`src/hw/fch_pkg.sv`:
```
// fch_pkg: register map, field layout and carrier types of the flash card serial host
package fch_pkg;

	// register byte offsets on the bus
	localparam logic [7:0] OFS_DATA_P = 8'h00;
	localparam logic [7:0] OFS_DATA_S = 8'h04;
	localparam logic [7:0] OFS_STAT = 8'h08;
	localparam logic [7:0] OFS_PEND = 8'h0C;
	localparam logic [7:0] OFS_INTEN = 8'h10;
	localparam logic [7:0] OFS_ICLR = 8'h14;
	localparam logic [7:0] OFS_CMD_P = 8'h18;
	localparam logic [7:0] OFS_CMD_S = 8'h1C;
	localparam logic [7:0] OFS_CFG = 8'h20;

	// command register fields
	localparam int unsigned CMD_OP_LSB = 16;
	localparam int unsigned CMD_NBS_BIT = 20;
	localparam int unsigned CMD_DCMD_BIT = 22;
	localparam int unsigned CMD_DDAT_BIT = 23;
	localparam int unsigned OP_TX_BIT = 1;
	localparam logic [3:0] OP_READ_BS = 4'h1;

	// status register: three bits per interface
	localparam int unsigned ST_STRIDE = 3;
	localparam int unsigned ST_CRC = 0;
	localparam int unsigned ST_SHIFT = 1;
	localparam int unsigned ST_IRQ = 2;

	// pending bits: four edge bits per interface, then buffer levels
	localparam int unsigned PD_STRIDE = 4;
	localparam int unsigned N_IRQ_SRC = 12;

	// configuration register
	localparam int unsigned CFG_TYPE_BIT = 8;
	localparam logic [7:0] CFG_DIV_RST = 8'h03;

	localparam logic [15:0] CRC_POLY = 16'h1021;
	localparam logic [5:0] WORD_BITS = 6'h20;

	typedef struct packed {
		logic [15:0] bitcnt;
		logic [3:0] op;
		logic nbs;
		logic dcmd;
		logic ddat;
		logic shifting;
		logic tx_full;
		logic [31:0] tx_word;
		logic [31:0] shreg;
		logic [5:0] wbits;
		logic hold;
		logic rx_full;
		logic [31:0] rx_word;
		logic [15:0] crc;
		logic crc_ok;
		logic irq_s1;
		logic irq_lvl;
		logic irq_prev;
		logic in_s1;
		logic in_bit;
	} fch_if_t;

	typedef struct packed {
		logic cmd_in;
		logic dat_in;
		logic [1:0] card_irq;
	} fch_pin_i_t;

	typedef struct packed {
		logic sclk;
		logic cmd_out;
		logic cmd_oe_n;
		logic dat_out;
		logic dat_oe_n;
		logic [1:0] bus_state;
		logic [3:0] irq;
	} fch_pin_o_t;

	typedef struct packed {
		fch_if_t [1:0] ifc;
		logic [7:0] pend;
		logic [11:0] inten;
		logic [7:0] div;
		logic [7:0] divcnt;
		logic card_type;
		logic cmd_hold;
		logic dat_hold;
		logic ack;
		logic [31:0] rdata;
		fch_pin_o_t po;
	} fch_state_t;

endpackage : fch_pkg

```
`src/hw/fch_host.sv`:
```
// fch_host: two-channel flash card serial host with a classic wishbone register slave
//
// Contract
// - data port: write sends, read returns received
// - status bits 0/3 report crc result
// - status bits 1/4 show shifting
// - status bits 2/5 show card irq
// - twelve pending sources, each with enable
// - write one to clear pending edge bit (bits 0-7)
// - bits 0-3 primary shift/irq edges
// - bits 4-7 secondary shift/irq edges
// - bits 8-11 buffer full/empty levels
// - any stall freezes shared serial clock
// - unread receive word stops serial clock once the next word is complete
// - empty transmit word stops serial clock once the current word is shifted out
// - opcode 0001 reads bus-state card
// - send command, receive response, then drive
// - first tx word remainder left-justified
// - first rx word remainder right-justified
// - bit count loads, reads back remaining
// - bit 22 drives cmd line after response
// - bit 23 drives data line after command
`timescale 1ns/1ns
`default_nettype none

module fch_host
	import fch_pkg::*;
(
	// clock, reset, enable
	input wire logic clk_sys,
	input wire logic srst,
	input wire logic ce,
	// wishbone slave
	input wire logic wb_cyc_i,
	input wire logic wb_stb_i,
	input wire logic wb_we_i,
	input wire logic [7:0] wb_adr_i,
	input wire logic [3:0] wb_sel_i,
	input wire logic [31:0] wb_dat_i,
	output logic [31:0] wb_dat_o,
	output logic wb_ack_o,
	// card pins
	input wire fch_pin_i_t pins_i,
	output fch_pin_o_t pins_o
);

	fch_state_t st;
	fch_state_t next_st;
	logic acc;
	logic stall;
	logic active;
	logic rise;
	logic fall;
	logic [7:0] adr;
	logic [31:0] wmask;
	logic [31:0] cv;
	logic [7:0] clr;
	logic [11:0] pend_all;
	logic [11:0] pend_now;

	// bits of the word now being shifted: remainder first, then full words
	function automatic logic [5:0] fch_chunk(input logic [15:0] cnt);
		return (cnt[4:0] == 5'h00) ? WORD_BITS : {1'b0, cnt[4:0]};
	endfunction : fch_chunk

	function automatic logic [15:0] fch_crc(input logic [15:0] crc, input logic b);
		return {crc[14:0], 1'b0} ^ ((crc[15] ^ b) ? CRC_POLY : 16'h0000);
	endfunction : fch_crc

	function automatic logic [31:0] fch_cmd_rd(input fch_if_t f);
		return {8'h00, f.ddat, f.dcmd, 1'b0, f.nbs, f.op, f.bitcnt};
	endfunction : fch_cmd_rd

	assign adr = {wb_adr_i[7:2], 2'h0};
	assign wmask = {{8{wb_sel_i[3]}}, {8{wb_sel_i[2]}}, {8{wb_sel_i[1]}}, {8{wb_sel_i[0]}}};
	assign pend_now = {~st.ifc[1].tx_full, st.ifc[1].rx_full, ~st.ifc[0].tx_full,
		st.ifc[0].rx_full, st.pend};

	always_comb begin
		next_st = st;
		clr = 8'h00;
		cv = 32'h0000_0000;
		stall = 1'b0;
		active = 1'b0;
		rise = 1'b0;
		fall = 1'b0;
		pend_all = 12'h000;
		acc = wb_cyc_i & wb_stb_i & ~st.ack;
		next_st.ack = acc;

		// two-stage synchronisers for the card-side inputs
		next_st.ifc[0].in_s1 = pins_i.dat_in;
		next_st.ifc[1].in_s1 = pins_i.cmd_in;
		for (int i = 0; i < 2; i++) begin
			next_st.ifc[i].in_bit = st.ifc[i].in_s1;
			next_st.ifc[i].irq_s1 = pins_i.card_irq[i];
			next_st.ifc[i].irq_lvl = st.ifc[i].irq_s1;
			next_st.ifc[i].irq_prev = st.ifc[i].irq_lvl;
		end

		if (acc && !wb_we_i) begin
			case (adr)
				OFS_DATA_P: begin
					next_st.rdata = st.ifc[0].rx_word;
					next_st.ifc[0].rx_full = 1'b0;
				end
				OFS_DATA_S: begin
					next_st.rdata = st.ifc[1].rx_word;
					next_st.ifc[1].rx_full = 1'b0;
				end
				OFS_STAT: begin
					next_st.rdata = 32'h0000_0000;
					for (int i = 0; i < 2; i++) begin
						next_st.rdata[i * ST_STRIDE + ST_CRC] = st.ifc[i].crc_ok;
						next_st.rdata[i * ST_STRIDE + ST_SHIFT] = st.ifc[i].shifting;
						next_st.rdata[i * ST_STRIDE + ST_IRQ] = st.ifc[i].irq_lvl;
					end
				end
				OFS_PEND: next_st.rdata = {20'h00000, pend_now};
				OFS_INTEN: next_st.rdata = {20'h00000, st.inten};
				OFS_CMD_P: next_st.rdata = fch_cmd_rd(st.ifc[0]);
				OFS_CMD_S: next_st.rdata = fch_cmd_rd(st.ifc[1]);
				OFS_CFG: next_st.rdata = {23'h000000, st.card_type, st.div};
				default: next_st.rdata = 32'h0000_0000;
			endcase
		end

		if (acc && wb_we_i) begin
			case (adr)
				OFS_DATA_P, OFS_DATA_S: begin
					for (int i = 0; i < 2; i++) begin
						if (adr == ((i == 0) ? OFS_DATA_P : OFS_DATA_S)) begin
							next_st.ifc[i].tx_word = (st.ifc[i].tx_word & ~wmask) |
								(wb_dat_i & wmask);
							next_st.ifc[i].tx_full = 1'b1;
						end
					end
				end
				OFS_INTEN: begin
					next_st.inten = (st.inten & ~wmask[11:0]) | (wb_dat_i[11:0] & wmask[11:0]);
				end
				OFS_ICLR: clr = wb_dat_i[7:0] & wmask[7:0];
				OFS_CMD_P, OFS_CMD_S: begin
					for (int i = 0; i < 2; i++) begin
						if (adr == ((i == 0) ? OFS_CMD_P : OFS_CMD_S)) begin
							cv = (fch_cmd_rd(st.ifc[i]) & ~wmask) | (wb_dat_i & wmask);
							next_st.ifc[i].bitcnt = cv[15:0];
							next_st.ifc[i].op = cv[CMD_OP_LSB +: 4];
							next_st.ifc[i].nbs = cv[CMD_NBS_BIT];
							next_st.ifc[i].dcmd = cv[CMD_DCMD_BIT];
							next_st.ifc[i].ddat = cv[CMD_DDAT_BIT];
							if (cv[15:0] != 16'h0000 && !st.ifc[i].shifting) begin
								next_st.ifc[i].shifting = 1'b1;
								next_st.ifc[i].shreg = 32'h0000_0000;
								next_st.ifc[i].hold = 1'b0;
								next_st.ifc[i].crc = 16'h0000;
								if (cv[CMD_OP_LSB + OP_TX_BIT]) begin
									next_st.ifc[i].wbits = 6'h00;
								end else begin
									next_st.ifc[i].wbits = fch_chunk(cv[15:0]);
									// the card drives this line now
									if (i == 0) begin
										next_st.dat_hold = 1'b0;
									end else begin
										next_st.cmd_hold = 1'b0;
									end
								end
							end
						end
					end
				end
				OFS_CFG: begin
					next_st.div = (st.div & ~wmask[7:0]) | (wb_dat_i[7:0] & wmask[7:0]);
					if (wb_sel_i[1]) begin
						next_st.card_type = wb_dat_i[CFG_TYPE_BIT];
					end
				end
				default: begin
				end
			endcase
		end

		// shared serial clock divider
		for (int i = 0; i < 2; i++) begin
			active = active | st.ifc[i].shifting;
			stall = stall | (st.ifc[i].hold & st.ifc[i].rx_full);
			stall = stall | (st.ifc[i].shifting & st.ifc[i].op[OP_TX_BIT] &
				(st.ifc[i].wbits == 6'h00) & ~st.ifc[i].tx_full);
		end
		// a high half still runs out when work ends, so no clock half is ever cut short
		if (!active && !st.po.sclk) begin
			next_st.po.sclk = 1'b0;
			next_st.divcnt = 8'h00;
		end else if (!stall) begin
			if (st.divcnt >= st.div) begin
				next_st.divcnt = 8'h00;
				next_st.po.sclk = ~st.po.sclk;
				rise = ~st.po.sclk;
				fall = st.po.sclk;
			end else begin
				next_st.divcnt = st.divcnt + 8'h01;
			end
		end

		for (int i = 0; i < 2; i++) begin
			if (st.ifc[i].shifting && next_st.ifc[i].op[OP_TX_BIT]) begin
				// transmit: a bit is held from one falling edge to the next
				if (fall && next_st.ifc[i].wbits != 6'h00) begin
					next_st.ifc[i].shreg = {next_st.ifc[i].shreg[30:0], 1'b0};
					next_st.ifc[i].wbits = next_st.ifc[i].wbits - 6'h01;
					next_st.ifc[i].bitcnt = next_st.ifc[i].bitcnt - 16'h0001;
					if (next_st.ifc[i].bitcnt == 16'h0000) begin
						next_st.ifc[i].shifting = 1'b0;
						if (i == 1) begin
							next_st.dat_hold = next_st.ifc[i].ddat;
						end
					end
				end
				if (next_st.ifc[i].shifting && next_st.ifc[i].wbits == 6'h00 &&
					next_st.ifc[i].tx_full) begin
					next_st.ifc[i].shreg = next_st.ifc[i].tx_word;
					next_st.ifc[i].wbits = fch_chunk(next_st.ifc[i].bitcnt);
					next_st.ifc[i].tx_full = 1'b0;
				end
			end else if (st.ifc[i].shifting) begin
				// receive: sample on the rising edge we drive out
				if (rise && next_st.ifc[i].wbits != 6'h00 && !next_st.ifc[i].hold) begin
					// right-justified by shifting in at lsb
					next_st.ifc[i].shreg = {next_st.ifc[i].shreg[30:0], st.ifc[i].in_bit};
					next_st.ifc[i].crc = fch_crc(next_st.ifc[i].crc, st.ifc[i].in_bit);
					next_st.ifc[i].wbits = next_st.ifc[i].wbits - 6'h01;
					next_st.ifc[i].bitcnt = next_st.ifc[i].bitcnt - 16'h0001;
					next_st.ifc[i].hold = (next_st.ifc[i].wbits == 6'h00);
				end
				if (next_st.ifc[i].hold && !next_st.ifc[i].rx_full) begin
					next_st.ifc[i].rx_word = next_st.ifc[i].shreg;
					next_st.ifc[i].rx_full = 1'b1;
					next_st.ifc[i].hold = 1'b0;
					next_st.ifc[i].shreg = 32'h0000_0000;
					if (next_st.ifc[i].bitcnt == 16'h0000) begin
						next_st.ifc[i].shifting = 1'b0;
						// zero residue means the crc matched
						next_st.ifc[i].crc_ok = (next_st.ifc[i].crc == 16'h0000);
						if (i == 1) begin
							next_st.cmd_hold = next_st.ifc[i].dcmd;
						end
					end else begin
						next_st.ifc[i].wbits = fch_chunk(next_st.ifc[i].bitcnt);
					end
				end
			end
		end

		// line drive: shifting out, else the held drive level
		if (next_st.ifc[1].shifting && next_st.ifc[1].op[OP_TX_BIT]) begin
			next_st.po.cmd_out = next_st.ifc[1].shreg[31];
			next_st.po.cmd_oe_n = 1'b0;
		end else begin
			next_st.po.cmd_out = 1'b1;
			next_st.po.cmd_oe_n = ~next_st.cmd_hold;
		end
		if (next_st.ifc[0].shifting && next_st.ifc[0].op[OP_TX_BIT]) begin
			next_st.po.dat_out = next_st.ifc[0].shreg[31];
			next_st.po.dat_oe_n = 1'b0;
		end else begin
			next_st.po.dat_out = 1'b1;
			next_st.po.dat_oe_n = ~next_st.dat_hold;
		end

		for (int i = 0; i < 2; i++) begin
			next_st.po.bus_state[i] = next_st.ifc[i].nbs;
			// sticky edges; a new edge beats a clear
			next_st.pend[i * PD_STRIDE +: PD_STRIDE] =
				(st.pend[i * PD_STRIDE +: PD_STRIDE] & ~clr[i * PD_STRIDE +: PD_STRIDE]) |
				{st.ifc[i].irq_lvl & ~st.ifc[i].irq_prev, ~st.ifc[i].irq_lvl & st.ifc[i].irq_prev,
				next_st.ifc[i].shifting & ~st.ifc[i].shifting,
				~next_st.ifc[i].shifting & st.ifc[i].shifting};
		end

		pend_all = {~next_st.ifc[1].tx_full, next_st.ifc[1].rx_full, ~next_st.ifc[0].tx_full,
			next_st.ifc[0].rx_full, next_st.pend};
		next_st.po.irq[0] = |(pend_all[3:0] & next_st.inten[3:0]);
		next_st.po.irq[1] = |(pend_all[7:4] & next_st.inten[7:4]);
		next_st.po.irq[2] = |(pend_all[9:8] & next_st.inten[9:8]);
		next_st.po.irq[3] = |(pend_all[11:10] & next_st.inten[11:10]);
	end

	always_ff @(posedge clk_sys) begin
		if (srst) begin
			st <= '0;
			st.div <= CFG_DIV_RST;
			st.po.cmd_oe_n <= 1'b1;
			st.po.dat_oe_n <= 1'b1;
			st.po.cmd_out <= 1'b1;
			st.po.dat_out <= 1'b1;
		end else if (ce) begin
			st <= next_st;
		end
	end

	assign wb_dat_o = st.rdata;
	assign wb_ack_o = st.ack;
	assign pins_o = st.po;

endmodule : fch_host

`default_nettype wire

```
`config.mk`:
```
export PLATFORM = sky130hd
export DESIGN_NAME = fch_host
export DESIGN_NICKNAME = d
export VERILOG_FILES = /design/src/hw/fch_pkg.sv /design/src/hw/fch_host.sv
export SDC_FILE = /design/constraint.sdc
export NUM_CORES = 1
export LEC_CHECK = 0
export BUFFER_PORTS_ARGS = -buffer_cell sky130_fd_sc_hd__buf_2
export CAP_MARGIN = 20
export CORE_UTILIZATION = 55
export CTS_CLUSTER_DIAMETER = 50
export DETAILED_ROUTE_END_ITERATION = 10
export GPL_TIMING_DRIVEN = 0
export PLACE_DENSITY = 0.83
export SLEW_MARGIN = 10
export SYNTH_ARGS = -nofsm -noshare
export SYNTH_HDL_FRONTEND = slang
export SYNTH_SLANG_ARGS = --single-unit
export TNS_END_PERCENT = 10
```
`constraint.sdc`:
```
create_clock -name clk_sys -period 17.9 [get_ports clk_sys]
set_input_delay 3.58 -clock clk_sys [delete_from_list [all_inputs] [get_ports clk_sys]]
set_output_delay 3.58 -clock clk_sys [all_outputs]
set_load 0.01 [all_outputs]
```
=== After elaboration in Yosys (flattened, before gate mapping) ===
Index checks and enable logic that the tools add are counted.

* Flip-flop bits (word level): 385
* Input port bits: 54
* Word-level logic and storage cells: 355

* Add/subtract/negate cells: 5
* $lt $le $gt $ge: 1
* Eq/ne operators: 9
* Muxes and demuxes: 139
* Bitwise logic cells: 72
* Reductions and logical operators: 71

{| class="wikitable"
|+ Operator list
! cell !! number
|-
| 2-to-1 mux 39 bit || 12
|-
| 2-to-1 mux 16 bit || 28
|-
| 2-to-1 mux 38 bit || 8
|-
| one-hot mux 32 bit (8 select lines) || 1
|-
| 2-to-1 mux 96 bit || 2
|-
| 2-to-1 mux 89 bit || 2
|-
| 2-to-1 mux 72 bit || 2
|-
| 2-to-1 mux 33 bit || 4
|-
| 2-to-1 mux 51 bit || 2
|-
| AND 32 bit || 3
|-
| logical NOT 16 bit || 6
|-
| 2-to-1 mux 24 bit || 4
|-
| OR 32 bit || 2
|-
| 2-to-1 mux 6 bit || 10
|-
| 2-to-1 mux 1 bit || 50
|-
| AND 24 bit || 2
|-
| 2-to-1 mux 8 bit || 6
|-
| OR 24 bit || 2
|-
| logical NOT 6 bit || 6
|-
| NOT 32 bit || 1
|-
| nonzero test 16 bit || 2
|-
| subtractor 16 x 1 -> 16 bit, second input constant || 2
|-
| XOR 16 x 13 -> 16 bit || 2
|-
| logical NOT 5 bit || 6
|-
| 37 further kinds || 132
|}

=== Longest topological paths before layout ===
* Depth after elaboration: 26
* Gate-level depth with buffers: 21
* Gate-level depth less buffers: 16

=== Worst setup path after synthesis ===
Ideal clock, no wire load.

* Path kind: input port to flip-flop
* Start: input wb_dat_i[0]
* End: register st[295] (netlist bit)
* Library setup time: 88 ps
* Data arrival time: 8158 ps
* Setup slack: 9653 ps
* Stages on the path: 20
* Path through: or4b_1 > clkbuf_1 > a2bb2o_4 > o41ai_2 > clkbuf_1 > nor3_1 > a21oi_1 > ha_1 > o21ai_0 > nor4_1 > o22ai_1 > nand2_1 > clkbuf_1 > o2111ai_1 > a2111o_1 > nor2_2 > buf_4 > a311o_1 > o311ai_1 > a311oi_2

* Longest elaborated chain between the ends: 21
* Elaborated cells on any way between the ends: 50

{| class="wikitable"
|+ RTL lines
! what !! line !! source
|-
| from (decl) || fch_host.sv:39 || <nowiki>input wire logic [31:0] wb_dat_i,</nowiki>
|-
| AND 32 bit * || fch_host.sv:146 || <nowiki>cv = (fch_cmd_rd(st.ifc[i]) & ~wmask) | (wb_dat_i & wmask);</nowiki>
|-
| OR 24 bit * || fch_host.sv:146 ||
|-
| logical NOT 5 bit || fch_host.sv:63 || <nowiki>return (cnt[4:0] == 5'h00) ? WORD_BITS : {1'b0, cnt[4:0]};</nowiki>
|-
| 2-to-1 mux 6 bit || fch_host.sv:63 ||
|-
| 2-to-1 mux 6 bit || fch_host.sv:157 || <nowiki>if (cv[CMD_OP_LSB + OP_TX_BIT]) begin</nowiki>
|-
| 2-to-1 mux 39 bit || fch_host.sv:152 || <nowiki>if (cv[15:0] != 16'h0000 && !st.ifc[i].shifting) begin</nowiki>
|-
| 2-to-1 mux 39 bit || fch_host.sv:145 || <nowiki>if (adr == ((i == 0) ? OFS_CMD_P : OFS_CMD_S)) begin</nowiki>
|-
| 2-to-1 mux 39 bit || fch_host.sv:129 || <nowiki>case (adr)</nowiki>
|-
| 2-to-1 mux 96 bit * || fch_host.sv:128 || <nowiki>if (acc && wb_we_i) begin</nowiki>
|-
| branches (longest 11 deep; another with subtractor 6 x 1 -> 6 bit) || -- ||
|-
| 2-to-1 mux 38 bit * || fch_host.sv:206 || <nowiki>if (st.ifc[i].shifting && next_st.ifc[i].op[OP_TX_BIT]) begin</nowiki>
|-
| to (signal assigned) || fch_host.sv:297 || <nowiki>st <= next_st;</nowiki>
|-
| to (decl) || fch_host.sv:47 || <nowiki>fch_state_t st;</nowiki>
|}

Mark *: on every way between the ends. The select of a mux whose other input is x is not followed.
A chain may end at the register's enable or synchronous reset.

=== Final worst setup path ===
* Start: input wb_dat_i[10]
* End: register st (netlist bit pins_o[9])

* Longest elaborated chain between the ends: 21
* Elaborated cells on any way between the ends: 46

{| class="wikitable"
|+ RTL lines
! what !! line !! source
|-
| AND 32 bit * || fch_host.sv:146 ||
|-
| OR 24 bit * || fch_host.sv:146 ||
|-
| nonzero test 16 bit || fch_host.sv:152 ||
|-
| logical AND 1 bit || fch_host.sv:152 ||
|-
| 2-to-1 mux 39 bit || fch_host.sv:152 ||
|-
| 2-to-1 mux 39 bit || fch_host.sv:145 ||
|-
| 2-to-1 mux 39 bit || fch_host.sv:129 ||
|-
| 2-to-1 mux 96 bit * || fch_host.sv:128 ||
|-
| branches (longest 12 deep; another with subtractor 6 x 1 -> 6 bit) || -- ||
|-
| 2-to-1 mux 2 bit * || fch_host.sv:255 || <nowiki>if (next_st.ifc[1].shifting && next_st.ifc[1].op[OP_TX_BIT]) begin</nowiki>
|}

Marks and branches as above.

==> results by group <==
Global route
  – Initial antenna violation count: 6
  – Global route overflow: 0
  – Total track usage: 0.445
  – Global-route wire length before repair: 148000 µm
  – Vias in the first global route: 24000
  – Largest net degree at the start of global routing: 14

Synthesis
  – Post-synth net total: 3136
  – Synth Register Bits: 383
  – Prevailing post-synth register cell: dfxtp_1
  – Post-synthesis cell type with the largest combined area: dfxtp_1
  – Distinct cells, synth: 94
  – Synth area leaders: dfxtp_1 32%, mux2i_1 12%, nor2_1 6.1%
  – Number of flops mapped to enable cells by yosys: 0
  – Post-synthesis sequential area ratio: 0.319
  – Syn Inst Count: 3063
  – Xor and xnor area share after synthesis: 0.0244
  – Yosys warns: 0
  – Largest family of logic cells by synthesized area: compound AO/OA/AOI/OAI gates
  – Synth Area in Compound Gates: 0.225
  – Adder-cell share of the synthesized area: 0.00990
  – Syn_area_per_cell: 7.84 µm²
  – Cell area after synthesis: 24000 µm²
  – Asr flop ratio synth: 0
  – Synth top area share: 0.319
  – Post-synthesis mux area share: 0.150
  – Synth Area in Simple Gates: 0.211

Layout
  – Area growth, synth to finish: 12.3%
  – Filler instances: 3821
  – Most common cell after layout, fill and taps aside: nor2_1
  – Final core utilization: 0.626
  – Layout cells sized above 1: 0.104
  – Area occupied by multi-input gates: 14900 µm²
  – Layout Nets: 3281
  – Storage cell area: 7670 µm²
  – Commonest non-fill, non-tap cells in the layout: 390 x nor2_1, 383 x dfxtp_1, 379 x nand2_1

Place
  – Worst Setup Slack post-DPL: 7.39 ns
  – GPL Wtd Cong: 1.07
  – PortBufs: 88
  – DPL Wire Length: 74300 µm

STA
  – Unrepaired setup endpoints after global routing: no
  – Final hold vios: 0
  – Tcrit/Tclk final: 0.578
  – Setup TNS: 0 ns
  – Post-layout min period: 10.34 ns
  – Max Slew Vio Count: 0
  – Fin Clk Skew: 0.0280 ns
  – Worst slew pin tran: 1.30 ns
  – Worst rel slew slack: 0.133
  – Final setup violation count: 0
  – Fin worst setup slack: 7.56 ns
  – Max Fclk: 96.7 MHz

Clock network
  – TritonCTS clock tree: done
  – Clk sink count: 383
  – Clock-pin slew on the worst setup and hold paths: 0.06 ns
  – PostCTS Resize Cnt: 0
  – Clock Tree Root: clkbuf_16
  – Worst skew pair latency: 0.63 ns
  – Postcts setup bufs: 0
  – H-tree depth: 2
  – TritonCTS buffer count: 51
  – Cts-stage hold buffer count: 0
  – Max clock buf depth: 3

Critical path
  – CP endpoint kind: register
  – Max incr delay on CP: 0.84 ns
  – R2R cell count: 20
  – Worst reg2reg path endpoint: pins_o[9]
  – Crit path launch type: primary input
  – CP cell instances: clkbuf_1, nor4_1, mux2i_1, o41ai_2, clkbuf_1, nor3_1, a21oi_1, ha_1, o21ai_0, nor4_1, o22ai_1, nand2_1, clkbuf_1, o2111ai_1, a2111o_1, nor2_2, buf_2, nand2_1, a31oi_1, a41oi_1
  – Peak fanout along the critical path: 10
  – Crit Path Class: in -> reg
  – R2R Setup Slk: 10.67 ns
  – Critical path's slowest cell: nor4_1
  – Most frequent CP cell: clkbuf_1
  – Critical Path RT: 18.34 ns
  – Worst EP arrival: 10.78 ns
  – R2R Path Start: st[371]

Floorplan
  – DIE WIDTH: 211 µm
  – Core area: 43100 µm²
  – Initial Utilization: 0.558
  – Ports: 98
  – Die ar.: 44500 µm²
  – Chip height: 211 µm
  – Num rows: 76

Hold path
  – HP Class: reg -> reg
  – Hold depth: 2
  – WHS Endpoint: st[275]
  – HP Start: st[275]

Route
  – Total vias in the final route: 26500
  – WL final: 102000 µm
  – Wirelength per Cell: 26.5 µm
  – Residual DRC: 0
  – Via/cell ratio: 6.90
  – Violation count after the first detailed-route iteration: 4354
  – Pre-antenna DRT Iters: 11
  – Remaining antenna violation count: 0

Run
  – Maximum Capacitance Violations: 0

Pwr
  – Maximum VDD drop: 0.0697 mV
  – Leakage: 0.0107 µW
  – PD cells: 76.5 nW/µm²

Outcome
  – Status: completed
-- power by group --
| part | internal (µW) | total, µW | switching, µW | leakage, µW |
|---|---|---|---|---|
| sequential | 858 | 864 | 6.13 | 0.00309 |
| combinational | 36.2 | 151 | 115 | 0.00682 |
| clock | 592 | 1050 | 456 | 0.000835 |
-- sequential cells by signal, summed over array words and instances, names as in the netlist, named ones only --
name      cells
wb_ack_o      1
wb_dat_o     32
pend_now     10
st          307
pins_o       10
next_st       6
-- worst max path at each step --
stage,start,to,slack [ns],cells after the start
detailed placement,wb_dat_i[10],pins_o[9],7.39,20
finish,wb_dat_i[10],pins_o[9],7.56,20
global placement,wb_dat_i[10],pins_o[9],7.41,20
CTS,wb_dat_i[10],pins_o[9],7.97,20
global route,wb_dat_i[10],pins_o[9],7.40,20
floorplan,wb_dat_i[0],st[295],9.65,20
-- stage by stage --
| stage | hold WS [ns] | cells | total power (µW) | cell area [µm²] |
|---|---|---|---|---|
| after CTS | 0.457 | 3833 | 2050 | 26900 |
| after floorplan | 0.433 | 3063 | 956 | 24000 |
| after global routing | 0.474 | 3835 | 2090 | 27000 |
| after global placement | 0.445 | 3736 | 1020 | 25200 |
| after detailed placement | 0.448 | 3738 | 1020 | 25200 |
| final | 0.458 | 3840 | 2060 | 27000 |
-- cells by family (layout without fill, tap and decap cells) --
family          after synthesis  count (layout)
fa+ha+maj                    19              19
buf+inv                     331             518
mux                         344             344
xor+xnor                     67              67
simple gates               1128            1128
compound gates              791             791
other cells                   0               5
flops                       383             383
-- synthesized netlist by cell type, types with 14 or more instances --
library cell and n:
a211oi_1 57, a21o_1 14, a21oi_1 258, a221oi_1 31, a222oi_1 17, a22o_1 32, a22oi_1 70, a31oi_1 18
buf_1 21, buf_2 15, buf_4 48, clkbuf_1 217, dfxtp_1 383, ha_1 19, inv_1 29, mux2_2 53
mux2i_1 282, nand2_1 379, nand3_1 75, nand4_1 32, nor2_1 390, nor3_1 105, nor4_1 34, o21ai_0 91
o22ai_1 15, o32ai_1 60, xnor2_1 54
-- worst max-delay path, delay by kind of cell --
family,cells,cell delay [ns]
multiplexers,1,0.34
AO/OA/AOI/OAI,8,2.81
AND/OR/NAND/NOR,6,1.90
buffers and inverters,4,1.80
adder cells (fa/ha/maj),1,0.34
-- metal layers --
layer | share of wire | vias to the layer above | GRT usage
met1 | 0.37 | 12400 | 0.565
met3 | 0.13 | 514 | 0.118
met5 | 0.00053 | - | 0
met2 | 0.41 | 2065 | 0.654
met4 | 0.078 | 8 | 0.312
li1 | - | 11500 | -
-- cell type report --
| cell class | instances | share of cell area |
|---|---|---|
| antenna | 5 | 0.000464 |
| buffer | 301 | 0.0493 |
| clock buffer | 62 | 0.0511 |
| clock inverter | 33 | 0.0122 |
| inverter | 30 | 0.00418 |
| multi-input combinational | 2349 | 0.554 |
| sequential | 383 | 0.284 |
| tap | 585 | 0.0271 |
| timing repair buffer | 92 | 0.0177 |
(Power assumes the default switching activity.)
